`src/cie_defs.svh`:
```
`ifndef CIE_DEFS_SVH
`define CIE_DEFS_SVH

// Special function register addresses
`define CIE_ADDR_STATUS      8'hA4
`define CIE_ADDR_SOURCE      8'hA5
`define CIE_ADDR_TX_ERR      8'hA6
`define CIE_ADDR_RX_ERR      8'hA7
`define CIE_ADDR_IRQ_ENABLE  8'hA8
`define CIE_ADDR_SLOT1_CTRL  8'hAB

// Field positions
`define CIE_IE_GLOBAL_BIT    7
`define CIE_SLOT_READY_BIT   7
`define CIE_SLOT_TXIE_BIT    6
`define CIE_SLOT_RXIE_BIT    5
`define CIE_SLOT_IRQ_BIT     4

// Reset values
`define CIE_RESET_BYTE       8'h00
`define CIE_RESET_COUNT      9'h000

// Source indicator codes
`define CIE_CODE_NONE        8'h00
`define CIE_CODE_STATUS      8'h01
`define CIE_CODE_SLOT15      8'h02
`define CIE_CODE_SLOT_BASE   8'h02
`define CIE_CODE_LAST        8'h10

// Fault confinement levels and steps
`define CIE_WARN_LIMIT       9'h060
`define CIE_PASSIVE_LIMIT    9'h080
`define CIE_BUSOFF_LIMIT     9'h0FF
`define CIE_TX_ERR_STEP      9'h008
`define CIE_COUNT_ONE        9'h001

`endif

```
`src/cie_pkg.sv`:
```
package cie_pkg;

    // Control bits of the slot 1 control register
    typedef struct packed {
        logic ready;
        logic tx_irq_en;
        logic rx_irq_en;
        logic irq_flag;
    } cie_slot_ctrl_type;

    // One-cycle events from the CAN protocol engine
    typedef struct packed {
        logic tx_error;
        logic rx_error;
        logic tx_ok;
        logic rx_ok;
        logic slot1_tx_done;
        logic slot1_rx_done;
        logic status_change;
        logic error_change;
    } cie_engine_evt_type;

    // Fault confinement state, one-hot
    typedef enum logic [3:0] {
        CIE_ERR_ACTIVE  = 4'b0001,
        CIE_ERR_WARNING = 4'b0010,
        CIE_ERR_PASSIVE = 4'b0100,
        CIE_BUS_OFF     = 4'b1000
    } cie_fault_state_type;

endpackage

```
`src/cie_core.sv`:
```
`timescale 1ns/1ps
`include "cie_defs.svh"
module cie_core
    import cie_pkg::*;
(
    // Clock and reset
    input  wire logic                sys_clk_i,
    input  wire logic                reset_i,
    // Special function register bus
    input  wire logic [7:0]          sfr_addr_i,
    input  wire logic                sfr_wr_i,
    input  wire logic                sfr_rd_i,
    input  wire logic [7:0]          sfr_wdata_i,
    output logic      [7:0]          sfr_rdata_o,
    // Control bits held in other registers
    input  wire logic                can_soft_reset_i,
    input  wire logic                soft_init_mode_i,
    input  wire logic                error_limit_select_i,
    input  wire logic                error_irq_enable_i,
    input  wire logic                status_irq_enable_i,
    input  wire logic                powerfail_irq_enable_i,
    input  wire logic                powerfail_req_i,
    // CAN engine side
    input  wire cie_engine_evt_type  engine_evt_i,
    input  wire logic [15:2]         slot_irq_flag_i,
    output logic                     slot1_ready_o,
    // Status and interrupt outputs
    output logic      [7:0]          irq_source_code_o,
    output logic                     can_irq_o,
    output logic                     can_irq_gated_o,
    output logic                     powerfail_irq_o,
    output logic                     error_limit_flag_o,
    output logic                     bus_off_o,
    output cie_fault_state_type      fault_state_o
);

    // Highest priority active source, 0 when none
    function automatic logic [7:0] cie_pick(input logic        st,
                                            input logic [15:1] fl);
        logic [7:0] c;
        c = `CIE_CODE_NONE;
        for (int i = 14; i >= 1; i--) begin
            if (fl[i]) begin
                c = 8'(i) + `CIE_CODE_SLOT_BASE;
            end
        end
        if (st) begin
            c = `CIE_CODE_STATUS;
        end else if (fl[15]) begin
            c = `CIE_CODE_SLOT15;
        end
        return c;
    endfunction

    // Whether the source behind a code is still active
    function automatic logic cie_live(input logic [7:0]  code,
                                      input logic        st,
                                      input logic [15:1] fl);
        logic l;
        l = (code == `CIE_CODE_STATUS) ? st : 1'b0;
        if (code == `CIE_CODE_SLOT15) begin
            l = fl[15];
        end
        for (int i = 1; i <= 14; i++) begin
            if (code == 8'(i) + `CIE_CODE_SLOT_BASE) begin
                l = fl[i];
            end
        end
        return l;
    endfunction

    logic [8:0]        tx_cnt;
    logic [7:0]        rx_cnt;
    logic [8:0]        next_tx;
    logic [7:0]        next_rx;
    logic [7:0]        irq_enable;
    logic              status_pend;
    logic [7:0]        next_code;
    logic [15:1]       all_flags;
    logic              wr_tx;
    logic              wr_tx_ok;
    logic              rd_status;
    logic              next_limit;
    logic [8:0]        limit;
    cie_slot_ctrl_type slot1;
    cie_slot_ctrl_type next_slot1;

    assign wr_tx     = sfr_wr_i && (sfr_addr_i == `CIE_ADDR_TX_ERR);
    assign wr_tx_ok  = wr_tx && soft_init_mode_i && !bus_off_o;
    assign rd_status = sfr_rd_i && (sfr_addr_i == `CIE_ADDR_STATUS);
    assign all_flags = {slot_irq_flag_i, slot1.irq_flag};

    // Status-change pending state; set beats the read that clears it
    always_ff @(posedge sys_clk_i) begin
        if (reset_i || can_soft_reset_i) begin
            status_pend <= 1'b0;
        end else if ((engine_evt_i.status_change && status_irq_enable_i)
                  || (engine_evt_i.error_change && error_irq_enable_i)) begin
            status_pend <= 1'b1;
        end else if (rd_status) begin
            status_pend <= 1'b0;
        end
    end

    // Indicator latches a source and keeps it until that source is gone
    always_comb begin
        next_code = irq_source_code_o;
        if (irq_source_code_o == `CIE_CODE_NONE) begin
            next_code = cie_pick(status_pend, all_flags);
        end else if (!cie_live(irq_source_code_o, status_pend,
                               all_flags)) begin
            next_code = cie_pick(status_pend, all_flags);
        end
    end

    always_ff @(posedge sys_clk_i) begin
        if (reset_i) begin
            irq_source_code_o <= `CIE_CODE_NONE;
            can_irq_o         <= 1'b0;
            can_irq_gated_o   <= 1'b0;
        end else begin
            irq_source_code_o <= next_code;
            can_irq_o         <= (next_code != `CIE_CODE_NONE);
            can_irq_gated_o   <= (next_code != `CIE_CODE_NONE)
                                 && irq_enable[`CIE_IE_GLOBAL_BIT];
        end
    end

    // Interrupt enable register; power-fail bypasses the global mask
    always_ff @(posedge sys_clk_i) begin
        if (reset_i) begin
            irq_enable      <= `CIE_RESET_BYTE;
            powerfail_irq_o <= 1'b0;
        end else begin
            if (sfr_wr_i && (sfr_addr_i == `CIE_ADDR_IRQ_ENABLE)) begin
                irq_enable <= sfr_wdata_i;
            end
            powerfail_irq_o <= powerfail_req_i && powerfail_irq_enable_i;
        end
    end

    // Slot 1 control; engine events are ignored while it is not ready
    always_comb begin
        next_slot1 = slot1;
        if (sfr_wr_i && (sfr_addr_i == `CIE_ADDR_SLOT1_CTRL)) begin
            next_slot1.ready     = sfr_wdata_i[`CIE_SLOT_READY_BIT];
            next_slot1.tx_irq_en = sfr_wdata_i[`CIE_SLOT_TXIE_BIT];
            next_slot1.rx_irq_en = sfr_wdata_i[`CIE_SLOT_RXIE_BIT];
            next_slot1.irq_flag  = sfr_wdata_i[`CIE_SLOT_IRQ_BIT];
        end
        if (slot1.ready && ((engine_evt_i.slot1_tx_done && slot1.tx_irq_en)
                || (engine_evt_i.slot1_rx_done && slot1.rx_irq_en))) begin
            next_slot1.irq_flag = 1'b1;
        end
    end

    always_ff @(posedge sys_clk_i) begin
        if (reset_i || can_soft_reset_i) begin
            slot1         <= '0;
            slot1_ready_o <= 1'b0;
        end else begin
            slot1         <= next_slot1;
            slot1_ready_o <= next_slot1.ready;
        end
    end

    // Error counters; counting halts while bus-off
    always_comb begin
        next_tx = tx_cnt;
        next_rx = rx_cnt;
        if (can_soft_reset_i) begin
            next_tx = `CIE_RESET_COUNT;
            next_rx = `CIE_RESET_BYTE;
        end else if (wr_tx_ok) begin
            next_tx = {1'b0, sfr_wdata_i};
            next_rx = sfr_wdata_i;
        end else if (!bus_off_o) begin
            if (engine_evt_i.tx_error) begin
                if (tx_cnt > `CIE_BUSOFF_LIMIT - `CIE_TX_ERR_STEP) begin
                    next_tx = `CIE_BUSOFF_LIMIT + `CIE_COUNT_ONE;
                end else begin
                    next_tx = tx_cnt + `CIE_TX_ERR_STEP;
                end
            end else if (engine_evt_i.tx_ok && tx_cnt != 9'h000) begin
                next_tx = tx_cnt - `CIE_COUNT_ONE;
            end
            if (engine_evt_i.rx_error && rx_cnt != 8'hFF) begin
                next_rx = rx_cnt + 8'h01;
            end else if (engine_evt_i.rx_ok && rx_cnt != 8'h00) begin
                next_rx = rx_cnt - 8'h01;
            end
        end
    end

    // Limit compares the fresh counts so a zero write clears it at once
    assign limit = error_limit_select_i ? `CIE_PASSIVE_LIMIT
                                        : `CIE_WARN_LIMIT;
    assign next_limit = (next_tx >= limit) || ({1'b0, next_rx} >= limit);

    always_ff @(posedge sys_clk_i) begin
        if (reset_i) begin
            tx_cnt             <= `CIE_RESET_COUNT;
            rx_cnt             <= `CIE_RESET_BYTE;
            error_limit_flag_o <= 1'b0;
            bus_off_o          <= 1'b0;
        end else begin
            tx_cnt             <= next_tx;
            rx_cnt             <= next_rx;
            error_limit_flag_o <= next_limit;
            bus_off_o          <= (next_tx > `CIE_BUSOFF_LIMIT);
        end
    end

    // Fault state from the transmit count
    always_ff @(posedge sys_clk_i) begin
        if (reset_i) begin
            fault_state_o <= CIE_ERR_ACTIVE;
        end else if (next_tx > `CIE_BUSOFF_LIMIT) begin
            fault_state_o <= CIE_BUS_OFF;
        end else if (next_tx >= `CIE_PASSIVE_LIMIT) begin
            fault_state_o <= CIE_ERR_PASSIVE;
        end else if (next_tx >= `CIE_WARN_LIMIT) begin
            fault_state_o <= CIE_ERR_WARNING;
        end else begin
            fault_state_o <= CIE_ERR_ACTIVE;
        end
    end

    // Read data registered; unmapped addresses answer zero
    always_ff @(posedge sys_clk_i) begin
        if (reset_i) begin
            sfr_rdata_o <= `CIE_RESET_BYTE;
        end else if (sfr_rd_i) begin
            case (sfr_addr_i)
                `CIE_ADDR_SOURCE:     sfr_rdata_o <= irq_source_code_o;
                `CIE_ADDR_TX_ERR:     sfr_rdata_o <= tx_cnt[8] ? 8'hFF
                                                            : tx_cnt[7:0];
                `CIE_ADDR_RX_ERR:     sfr_rdata_o <= rx_cnt;
                `CIE_ADDR_IRQ_ENABLE: sfr_rdata_o <= irq_enable;
                `CIE_ADDR_SLOT1_CTRL: sfr_rdata_o <= {slot1, 4'h0};
                default:              sfr_rdata_o <= `CIE_RESET_BYTE;
            endcase
        end
    end

    // Checks
    property p_code_after_reset;
        @(posedge sys_clk_i) disable iff (reset_i)
        $fell(reset_i) |-> irq_source_code_o == 8'h00;
    endproperty
    a_code_after_reset: assert property (p_code_after_reset)
        else $error("indicator not zero after reset");

    property p_code_hold;
        @(posedge sys_clk_i) disable iff (reset_i)
        (irq_source_code_o != 8'h00
            && cie_live(irq_source_code_o, status_pend, all_flags))
        |=> irq_source_code_o == $past(irq_source_code_o);
    endproperty
    a_code_hold: assert property (p_code_hold)
        else $error("indicator changed while source still active");

    property p_code_priority;
        @(posedge sys_clk_i) disable iff (reset_i)
        (irq_source_code_o == 8'h00 && status_pend)
        |=> irq_source_code_o == 8'h01;
    endproperty
    a_code_priority: assert property (p_code_priority)
        else $error("idle indicator did not load top source");

    property p_irq_level;
        @(posedge sys_clk_i) disable iff (reset_i)
        can_irq_o == (irq_source_code_o != 8'h00);
    endproperty
    a_irq_level: assert property (p_irq_level)
        else $error("request does not follow indicator");

    property p_status_remove;
        @(posedge sys_clk_i) disable iff (reset_i)
        (rd_status && irq_source_code_o == 8'h01
            && !engine_evt_i.status_change && !engine_evt_i.error_change)
        |=> ##1 irq_source_code_o != 8'h01;
    endproperty
    a_status_remove: assert property (p_status_remove)
        else $error("status source not removed by status read");

    property p_write_ignored;
        @(posedge sys_clk_i) disable iff (reset_i)
        (wr_tx && (!soft_init_mode_i || bus_off_o) && !can_soft_reset_i
            && engine_evt_i[7:4] == 4'h0)
        |=> tx_cnt == $past(tx_cnt) && rx_cnt == $past(rx_cnt);
    endproperty
    a_write_ignored: assert property (p_write_ignored)
        else $error("counter write taken outside init mode");

    property p_write_both;
        @(posedge sys_clk_i) disable iff (reset_i)
        (wr_tx_ok && !can_soft_reset_i)
        |=> tx_cnt == {1'b0, $past(sfr_wdata_i)}
            && rx_cnt == $past(sfr_wdata_i);
    endproperty
    a_write_both: assert property (p_write_both)
        else $error("counter write did not load both counters");

    property p_write_zero;
        @(posedge sys_clk_i) disable iff (reset_i)
        (wr_tx_ok && sfr_wdata_i == 8'h00) |=> !error_limit_flag_o;
    endproperty
    a_write_zero: assert property (p_write_zero)
        else $error("zero write left limit flag set");

    property p_soft_reset;
        @(posedge sys_clk_i) disable iff (reset_i)
        can_soft_reset_i |=> tx_cnt == 9'h000 && rx_cnt == 8'h00
                             && !slot1_ready_o && !bus_off_o;
    endproperty
    a_soft_reset: assert property (p_soft_reset)
        else $error("soft reset did not clear counters and ready");

    property p_bus_off;
        @(posedge sys_clk_i) disable iff (reset_i)
        bus_off_o == (tx_cnt > 9'h0FF)
        && ((fault_state_o == CIE_ERR_PASSIVE)
            == (tx_cnt >= 9'h080 && tx_cnt <= 9'h0FF));
    endproperty
    a_bus_off: assert property (p_bus_off)
        else $error("fault state disagrees with transmit count");

    property p_global_mask;
        @(posedge sys_clk_i) disable iff (reset_i)
        !irq_enable[7] |=> !can_irq_gated_o;
    endproperty
    a_global_mask: assert property (p_global_mask)
        else $error("request passed with global enable clear");

    property p_slot_skip;
        @(posedge sys_clk_i) disable iff (reset_i)
        (!slot1.ready && !slot1.irq_flag
            && !(sfr_wr_i && sfr_addr_i == 8'hAB)) |=> !slot1.irq_flag;
    endproperty
    a_slot_skip: assert property (p_slot_skip)
        else $error("unready slot raised its flag");

    property p_limit;
        @(posedge sys_clk_i) disable iff (reset_i)
        !$past(error_limit_select_i)
        |-> error_limit_flag_o == (tx_cnt >= 9'h060 || rx_cnt >= 8'h60);
    endproperty
    a_limit: assert property (p_limit)
        else $error("limit flag disagrees with counts at 96");

endmodule

```
`config.mk`:
```
export PLATFORM = sky130hd
export DESIGN_NAME = cie_core
export DESIGN_NICKNAME = d
export VERILOG_FILES = /design/src/cie_pkg.sv /design/src/cie_core.sv
export VERILOG_INCLUDE_DIRS = /design/src
export SDC_FILE = /design/constraint.sdc
export NUM_CORES = 1
export LEC_CHECK = 0
export BUFFER_PORTS_ARGS = -buffer_cell sky130_fd_sc_hd__clkbuf_2
export CAP_MARGIN = 20
export CORE_ASPECT_RATIO = 1.2
export CORE_MARGIN = 2
export CORE_UTILIZATION = 50
export DETAILED_ROUTE_END_ITERATION = 8
export PLACE_DENSITY = 0.85
export SYNTH_ARGS = -nofsm -noshare
export SYNTH_HDL_FRONTEND = slang
export SYNTH_SLANG_ARGS = --single-unit
```
`constraint.sdc`:
```
create_clock -name sys_clk_i -period 3.06 [get_ports sys_clk_i]
set_clock_uncertainty 0.15 [all_clocks]
set_input_delay 0.153 -clock sys_clk_i [delete_from_list [all_inputs] [get_ports sys_clk_i]]
set_output_delay 0.153 -clock sys_clk_i [all_outputs]
set_load 0.1 [all_outputs]
```
==> results of run 1 <==
==> cells in the final DEF (no fill, tap or decap), drive strengths merged, types with 8 or more instances in the layout <==
cell and instances:
nor2 60, o221ai 8, clkbuf 79, nor3 9, ha 14, a31oi 8, a22oi 13, nand4 11
dfxtp 54, o21ai 29, a21oi 34, inv 23, nand2 35, and2 10, nor2b 14, dlygate4sd3 13
buf 39, nand3 15, mux2i 10
==> state kept, by name, indices dropped and copies added, names as in the netlist <==
name	cells
tx_cnt	9
irq_enable	8
irq_source_code_o	8
rx_cnt	8
sfr_rdata_o	8
fault_state_o	3
slot1	3
all_flags	1
bus_off_o	1
can_irq_gated_o	1
can_irq_o	1
error_limit_flag_o	1
powerfail_irq_o	1
status_pend	1
==> cells by family (layout without fill, tap and decap cells) <==
logic type | after synthesis | after routing
buffers and inverters | 53 | 156
and+or+nand+nor | 191 | 191
adders and majority gates | 14 | 14
AOI/OAI and AO/OA | 143 | 143
muxes | 12 | 12
DFF | 54 | 54
other | 1 | 3
xor gates and xnor gates | 5 | 5
==> report_power, final <==
part | switching, W | total (W) | internal [W]
logic | 0.000292 | 0.000466 | 0.000175
clock network | 0.000267 | 0.000438 | 0.000170
registers | 0.0000373 | 0.000763 | 0.000725
total | 0.000596 | 0.00167 | 0.00107
==> how the worst max path moves through the flow <==
stage	slack [ns]	cells past startpoint	to	start
6_report	0.02	11	error_limit_flag_o	tx_cnt[4]
5_1_grt	-0.12	14	error_limit_flag_o	rx_cnt[0]
4_1_cts	0.02	12	error_limit_flag_o	tx_cnt[3]
3_5_place_dp	-0.07	14	error_limit_flag_o	rx_cnt[0]
3_3_place_gp	0.02	11	error_limit_flag_o	tx_cnt[4]
2_1_floorplan	0.03	12	error_limit_flag_o	tx_cnt[3]
==> area by class of cell <==
cell class,instances,area [µm²],share of cell area [%]
timing repair buffer,126,793.3,17.44
tap,87,108.9,2.393
sequential,54,1097,24.12
multi-input combinational,368,2370,52.09
inverter,22,82.58,1.815
clock buffer,5,68.82,1.513
clock inverter,3,28.78,0.6326
==> worst max-delay path, cell delays in order, from the launching register on <==
cell     delay, ns
dfxtp_2       0.39
ha_1          0.24
a41o_1        0.23
a31o_1        0.19
or4_1         0.48
a31oi_2       0.21
ha_1          0.27
nor2b_1       0.13
o21ai_0       0.13
nand4_1       0.11
a32o_1        0.22
a41o_1        0.19
==> repair_timing <==
item	CTS	global route
setup buffers	0	1
pin swaps	0	1
hold buffers	13	0
setup endpoints to repair	1	1
hold endpoints to repair	12	0
resized for setup	7	9
cloned	0	0
==> metal layers <==
layer | wire length (µm) | global-route usage [%] | share of wire (%) | vias to the layer above
met5 | 0 | 0 | 0 | -
met2 | 5667 | 49.62 | 50 | 206
met1 | 4416 | 35.44 | 39 | 1861
met3 | 864 | 4.198 | 7.6 | 47
li1 | - | - | - | 1946
met4 | 472 | 13.56 | 4.1 | 0
==> stage by stage <==
| stage | util, % | area (µm²) |
|---|---|---|
| detailed placement | 61.73 | 4257 |
| global route | 65.98 | 4549 |
| CTS | 65.41 | 4511 |
| finish | 65.98 | 4549 |
| global placement | 61.73 | 4257 |
| floorplan | - | 3621 |
==> impl_metrics.tcl, run 1 <==
set metrics [dict create \
    status "finished clean" \
    rrSetupSlack_ns 0.02 \
    finalSetupViolations 0 \
    synth_edf_count 0 \
    via_per_inst 6.105 \
    synth-async-reset-ratio_pct 0 \
    tns_ns 0 \
    synth_top_family_by_area "simple AND/OR/NAND/NOR gates" \
    ant_nets 0 \
    clkTransAtPathRegs_ns 0.11 \
    first_iter_violations 346 \
    vias 4060 \
    cp-start-kind "register" \
    cp.arrival_ns 3.12 \
    synthAdderAreaFrac_pct 4.856 \
    synth_area_leaders "dfxtp_1, nor2_1, ha_1" \
    ys_seq_area_share_pct 29.97 \
    clk_path_buf_depth 2 \
    drt_first_pass_iters 5 \
    synthTopCellsByCount "nor2_1, dfxtp_1, nand2_1, a21oi_1, o21ai_0" \
    power_density_nw_per_um2 366.3 \
    yosysMostFrequentCell "nor2_1" \
    min_path_cells 4 \
    synth_simple_gate_area_share_pct 27.47 \
    fmax_mhz 328.7 \
    clk_latency_ns 0.32 \
    cts.sinks 54 \
    min_path_type "in2reg" \
    crit_path_end_kind "register" \
    fillerInstances 596 \
    synth_compound_area_share_pct 26.85 \
    hold_end "all_flags[1]" \
    syn_inst 473 \
    wire_per_inst_um 17.17 \
    relSlewSlack_pct 59.19 \
    peakVddDrop_mv 0.2924 \
    overflow 0 \
    maxSlewViolCount 0 \
    yosysTopAreaCell "dfxtp_1" \
    synth-main-ff-cell "dfxtp_1" \
    critPathKind "reg2reg" \
    syn-cell-area_um2 3607 \
    cp_max_fo 7 \
    place_inst 643 \
    dieArea_um2 7913 \
    yosysTopAreaCellShare_pct 29.97 \
    grt_use_total_pct 29.25 \
    rsz0062_at_grt "yes" \
    die_h_um 97.05 \
    syn_avg_cell_area_um2 7.626 \
    rows 33 \
    worst_slack_ns 0.01779 \
    hold_path_startpoint "engine_evt_i[2]" \
    yosys.area_share.xor_xnor_pct 1.214 \
    drive_above_1_share_pct 24.91 \
    grt_pass1_vias 3948 \
    p_leak_nw 1.944 \
    hold_violations 0 \
    area_delta_synth_final_pct 26.12 \
    clockRootBuffer "clkbuf_8" \
    tritoncts "yes" \
    finalPower_w 0.001667 \
    die_w_um 81.54 \
    io_pins 75 \
    dp_slack_ns -0.06782 \
    yosysUniqueCellTypes 71 \
    worst_pin_slew_ns 0.6058 \
    rr_endpoint "error_limit_flag_o" \
    cts_max_level 2 \
    io_buffers 74 \
    final_nets 640 \
    r2r_cells 11 \
    gp_congestion 0.9565 \
    yosys_warnings 0 \
    grt_pass1_wl_um 18400 \
    drv_cap 0 \
    cts_made_buffers 5 \
    initial_core_util_pct 52.31 \
    synthMuxAreaShare_pct 3.711 \
    rr_startpoint "tx_cnt[4]" \
    drc_errors 0 \
    routed_wl_um 11420 \
    diodes 0 \
    grt_max_degree 34 \
    fin_crit_ns 3.042 \
    dpl.hpwl_um 8705 \
    finalCritPeriodShare_pct 99.42 \
    hold_ws_ns 0.06759 \
    synth_seq_cells 54 \
    cp.required_ns 3.14 \
    coreArea_um2 6895 \
    fin_cells 665 \
    antenna_found_initial 0 \
]
(Power assumes the default switching activity.)
==> inputs of run 2 (changes only) <==
--- a/config.mk
+++ b/config.mk
@@ -8,11 +8,13 @@
 export LEC_CHECK = 0
 export BUFFER_PORTS_ARGS = -buffer_cell sky130_fd_sc_hd__clkbuf_2
 export CAP_MARGIN = 20
+export CELL_PAD_IN_SITES_DETAIL_PLACEMENT = 0
+export CELL_PAD_IN_SITES_GLOBAL_PLACEMENT = 2
 export CORE_ASPECT_RATIO = 1.2
 export CORE_MARGIN = 2
-export CORE_UTILIZATION = 50
+export CORE_UTILIZATION = 31
 export DETAILED_ROUTE_END_ITERATION = 8
-export PLACE_DENSITY = 0.85
+export PLACE_DENSITY = 0.88
 export SYNTH_ARGS = -nofsm -noshare
 export SYNTH_HDL_FRONTEND = slang
 export SYNTH_SLANG_ARGS = --single-unit
==> constraint.sdc (replaced) <==
create_clock -name sys_clk_i -period 3.05 [get_ports sys_clk_i]
set_clock_uncertainty 0.15 [all_clocks]
set_input_delay 0.1525 -clock sys_clk_i [delete_from_list [all_inputs] [get_ports sys_clk_i]]
set_output_delay 0.1525 -clock sys_clk_i [all_outputs]
set_load 0.1 [all_outputs]
==> run 2 against run 1 <==
  * First-iteration DRC count is 19% lower
  * Power rose by 9.0%
  * Via count down 0.54%
  * Largest cell class unchanged
  * Setup slack improved by 0.042 ns
  * Design area is 3.7% higher
  * Non-clock buffer count is 2 higher
  * Fmax grew 1.7%
  * Critical endpoint unchanged
  * Highest routed layer unchanged
  * Clock power increased by 30%
  * Die area up 58%
==> impl_metrics.tcl, run 2 (synthesis results as in run 1) <==
set metrics [dict create \
    cts_max_level 2 \
    hold_ws_ns 0.003341 \
    cp-start-kind "register" \
    finalSetupViolations 0 \
    cts.sinks 54 \
    die_w_um 102.5 \
    status "finished clean" \
    hold_violations 0 \
    finalCritPeriodShare_pct 98.04 \
    first_iter_violations 279 \
    area_delta_synth_final_pct 30.77 \
    r2r_cells 11 \
    antenna_found_initial 0 \
    min_path_type "in2reg" \
    largest_reg_flops 9 \
    clkTransAtPathRegs_ns 0.08 \
    dp_slack_ns -0.03003 \
    initial_core_util_pct 31.48 \
    p_leak_nw 1.986 \
    cts_made_buffers 5 \
    power_density_nw_per_um2 385.0 \
    coreArea_um2 11460 \
    finalPower_w 0.001816 \
    cp.required_ns 3.10 \
    dpl.hpwl_um 9707 \
    io_buffers 74 \
    worst_pin_slew_ns 0.7892 \
    clockRootBuffer "clkbuf_16" \
    drt_first_pass_iters 4 \
    fillerInstances 1198 \
    die_h_um 122.2 \
    grt_pass1_wl_um 19490 \
    via_per_inst 5.486 \
    grt_pass1_vias 3843 \
    rr_endpoint "error_limit_flag_o" \
    critPathKind "reg2reg" \
    final_common_cell "clkbuf_2" \
    cp.arrival_ns 3.04 \
    fmax_mhz 334.4 \
    tns_ns 0 \
    vias 4038 \
    rrSetupSlack_ns 0.06 \
    dieArea_um2 12520 \
    grt_max_degree 34 \
    ant_nets 0 \
    place_area_um2 4394 \
    tritoncts "yes" \
    fin_crit_ns 2.990 \
    clk_latency_ns 0.30 \
    peakVddDrop_mv 0.1883 \
    cp_max_fo 4 \
    rsz0062_at_grt "yes" \
    overflow 0 \
    final_area_um2 4717 \
    rr_startpoint "tx_cnt[4]" \
    gp_congestion 0.9166 \
    crit_path_end "error_limit_flag_o" \
    drc_errors 0 \
    drv_cap 0 \
    grt_use_total_pct 20.20 \
    crit_path_end_kind "register" \
    io_pins 75 \
    drive_above_1_share_pct 26.25 \
    clk_path_buf_depth 2 \
    diodes 0 \
    rows 43 \
    wire_per_inst_um 16.93 \
    maxSlewViolCount 0 \
    worst_slack_ns 0.05985 \
    startpoint "tx_cnt[4]" \
    final_nets 642 \
    top_register "tx_cnt" \
    routed_wl_um 12460 \
    final_cell_mix "clkbuf_2, nor2_1, dfxtp_1" \
    relSlewSlack_pct 46.83 \
]
-- run 2: changes by cell type in the layout (fill, tap and decap cells not counted), moves of 5 or more --
cell / delta
clkbuf_8: -5
buf_4: +6
clkbuf_16: +5
dlygate4sd3_1: -5
-- run 2: worst min-delay path by stage --
stage          cells after the start              end              startpoint  slack [ns]
6_report                           3      status_pend      error_irq_enable_i       0.003
5_1_grt                            3    irq_enable[4]          sfr_wdata_i[4]        0.02
4_1_cts                            3    irq_enable[4]          sfr_wdata_i[4]      0.0006
3_5_place_dp                       2  powerfail_irq_o  powerfail_irq_enable_i        0.25
3_3_place_gp                       2  powerfail_irq_o  powerfail_irq_enable_i        0.23
2_1_floorplan                      2         slot1[1]          sfr_wdata_i[5]        0.15
-- run 2: layout make-up --
class / count / area [µm²] / share of cell area [%]
sequential: 54 / 1091 / 23.13
inverter: 22 / 82.58 / 1.751
clock buffer: 5 / 125.1 / 2.653
clock inverter: 2 / 13.76 / 0.2918
timing repair buffer: 128 / 808.3 / 17.14
tap: 157 / 196.4 / 4.164
multi-input combinational: 368 / 2400 / 50.88
-- run 2: critical path, cell delays in order (launching register included) --
cell	delay [ns]
dfxtp_1	0.36
ha_1	0.21
a41o_1	0.23
a31o_1	0.25
or4_4	0.49
a31oi_4	0.21
ha_4	0.23
nor2b_1	0.12
o21ai_1	0.11
nand4_1	0.11
a32o_2	0.24
a41o_1	0.20
-- run 2: layer usage --
| layer | GRT usage, % | up-vias | wire, µm |
|---|---|---|---|
| met4 | 9.667 | 0 | 403 |
| met5 | 0 | - | 0 |
| li1 | - | 1954 | - |
| met3 | 3.614 | 31 | 661 |
| met2 | 33.74 | 132 | 6099 |
| met1 | 24.82 | 1921 | 5298 |
-- run 2: metrics by stage --
stage | utilization (%) | cells
finish | 41.16 | 736
global placement | 38.34 | 718
detailed placement | 38.34 | 718
global route | 41.16 | 736
floorplan | - | 475
CTS | 40.47 | 735
-- run 2: repair_timing --
action                                 in CTS  in global routing
resized for setup                           4                 16
endpoints found under the hold margin       7                  0
pin swaps                                   3                  5
setup endpoints to repair                   1                  1
buffers inserted                            2                  1
hold buffers                                8                  0
-- run 2: power by group --
| part | switching, W | total [W] | internal [W] |
|---|---|---|---|
| sequential | 0.0000336 | 0.000762 | 0.000728 |
| combinational | 0.000303 | 0.000484 | 0.000181 |
| clock | 0.000268 | 0.000571 | 0.000302 |
| total | 0.000605 | 0.00182 | 0.00121 |
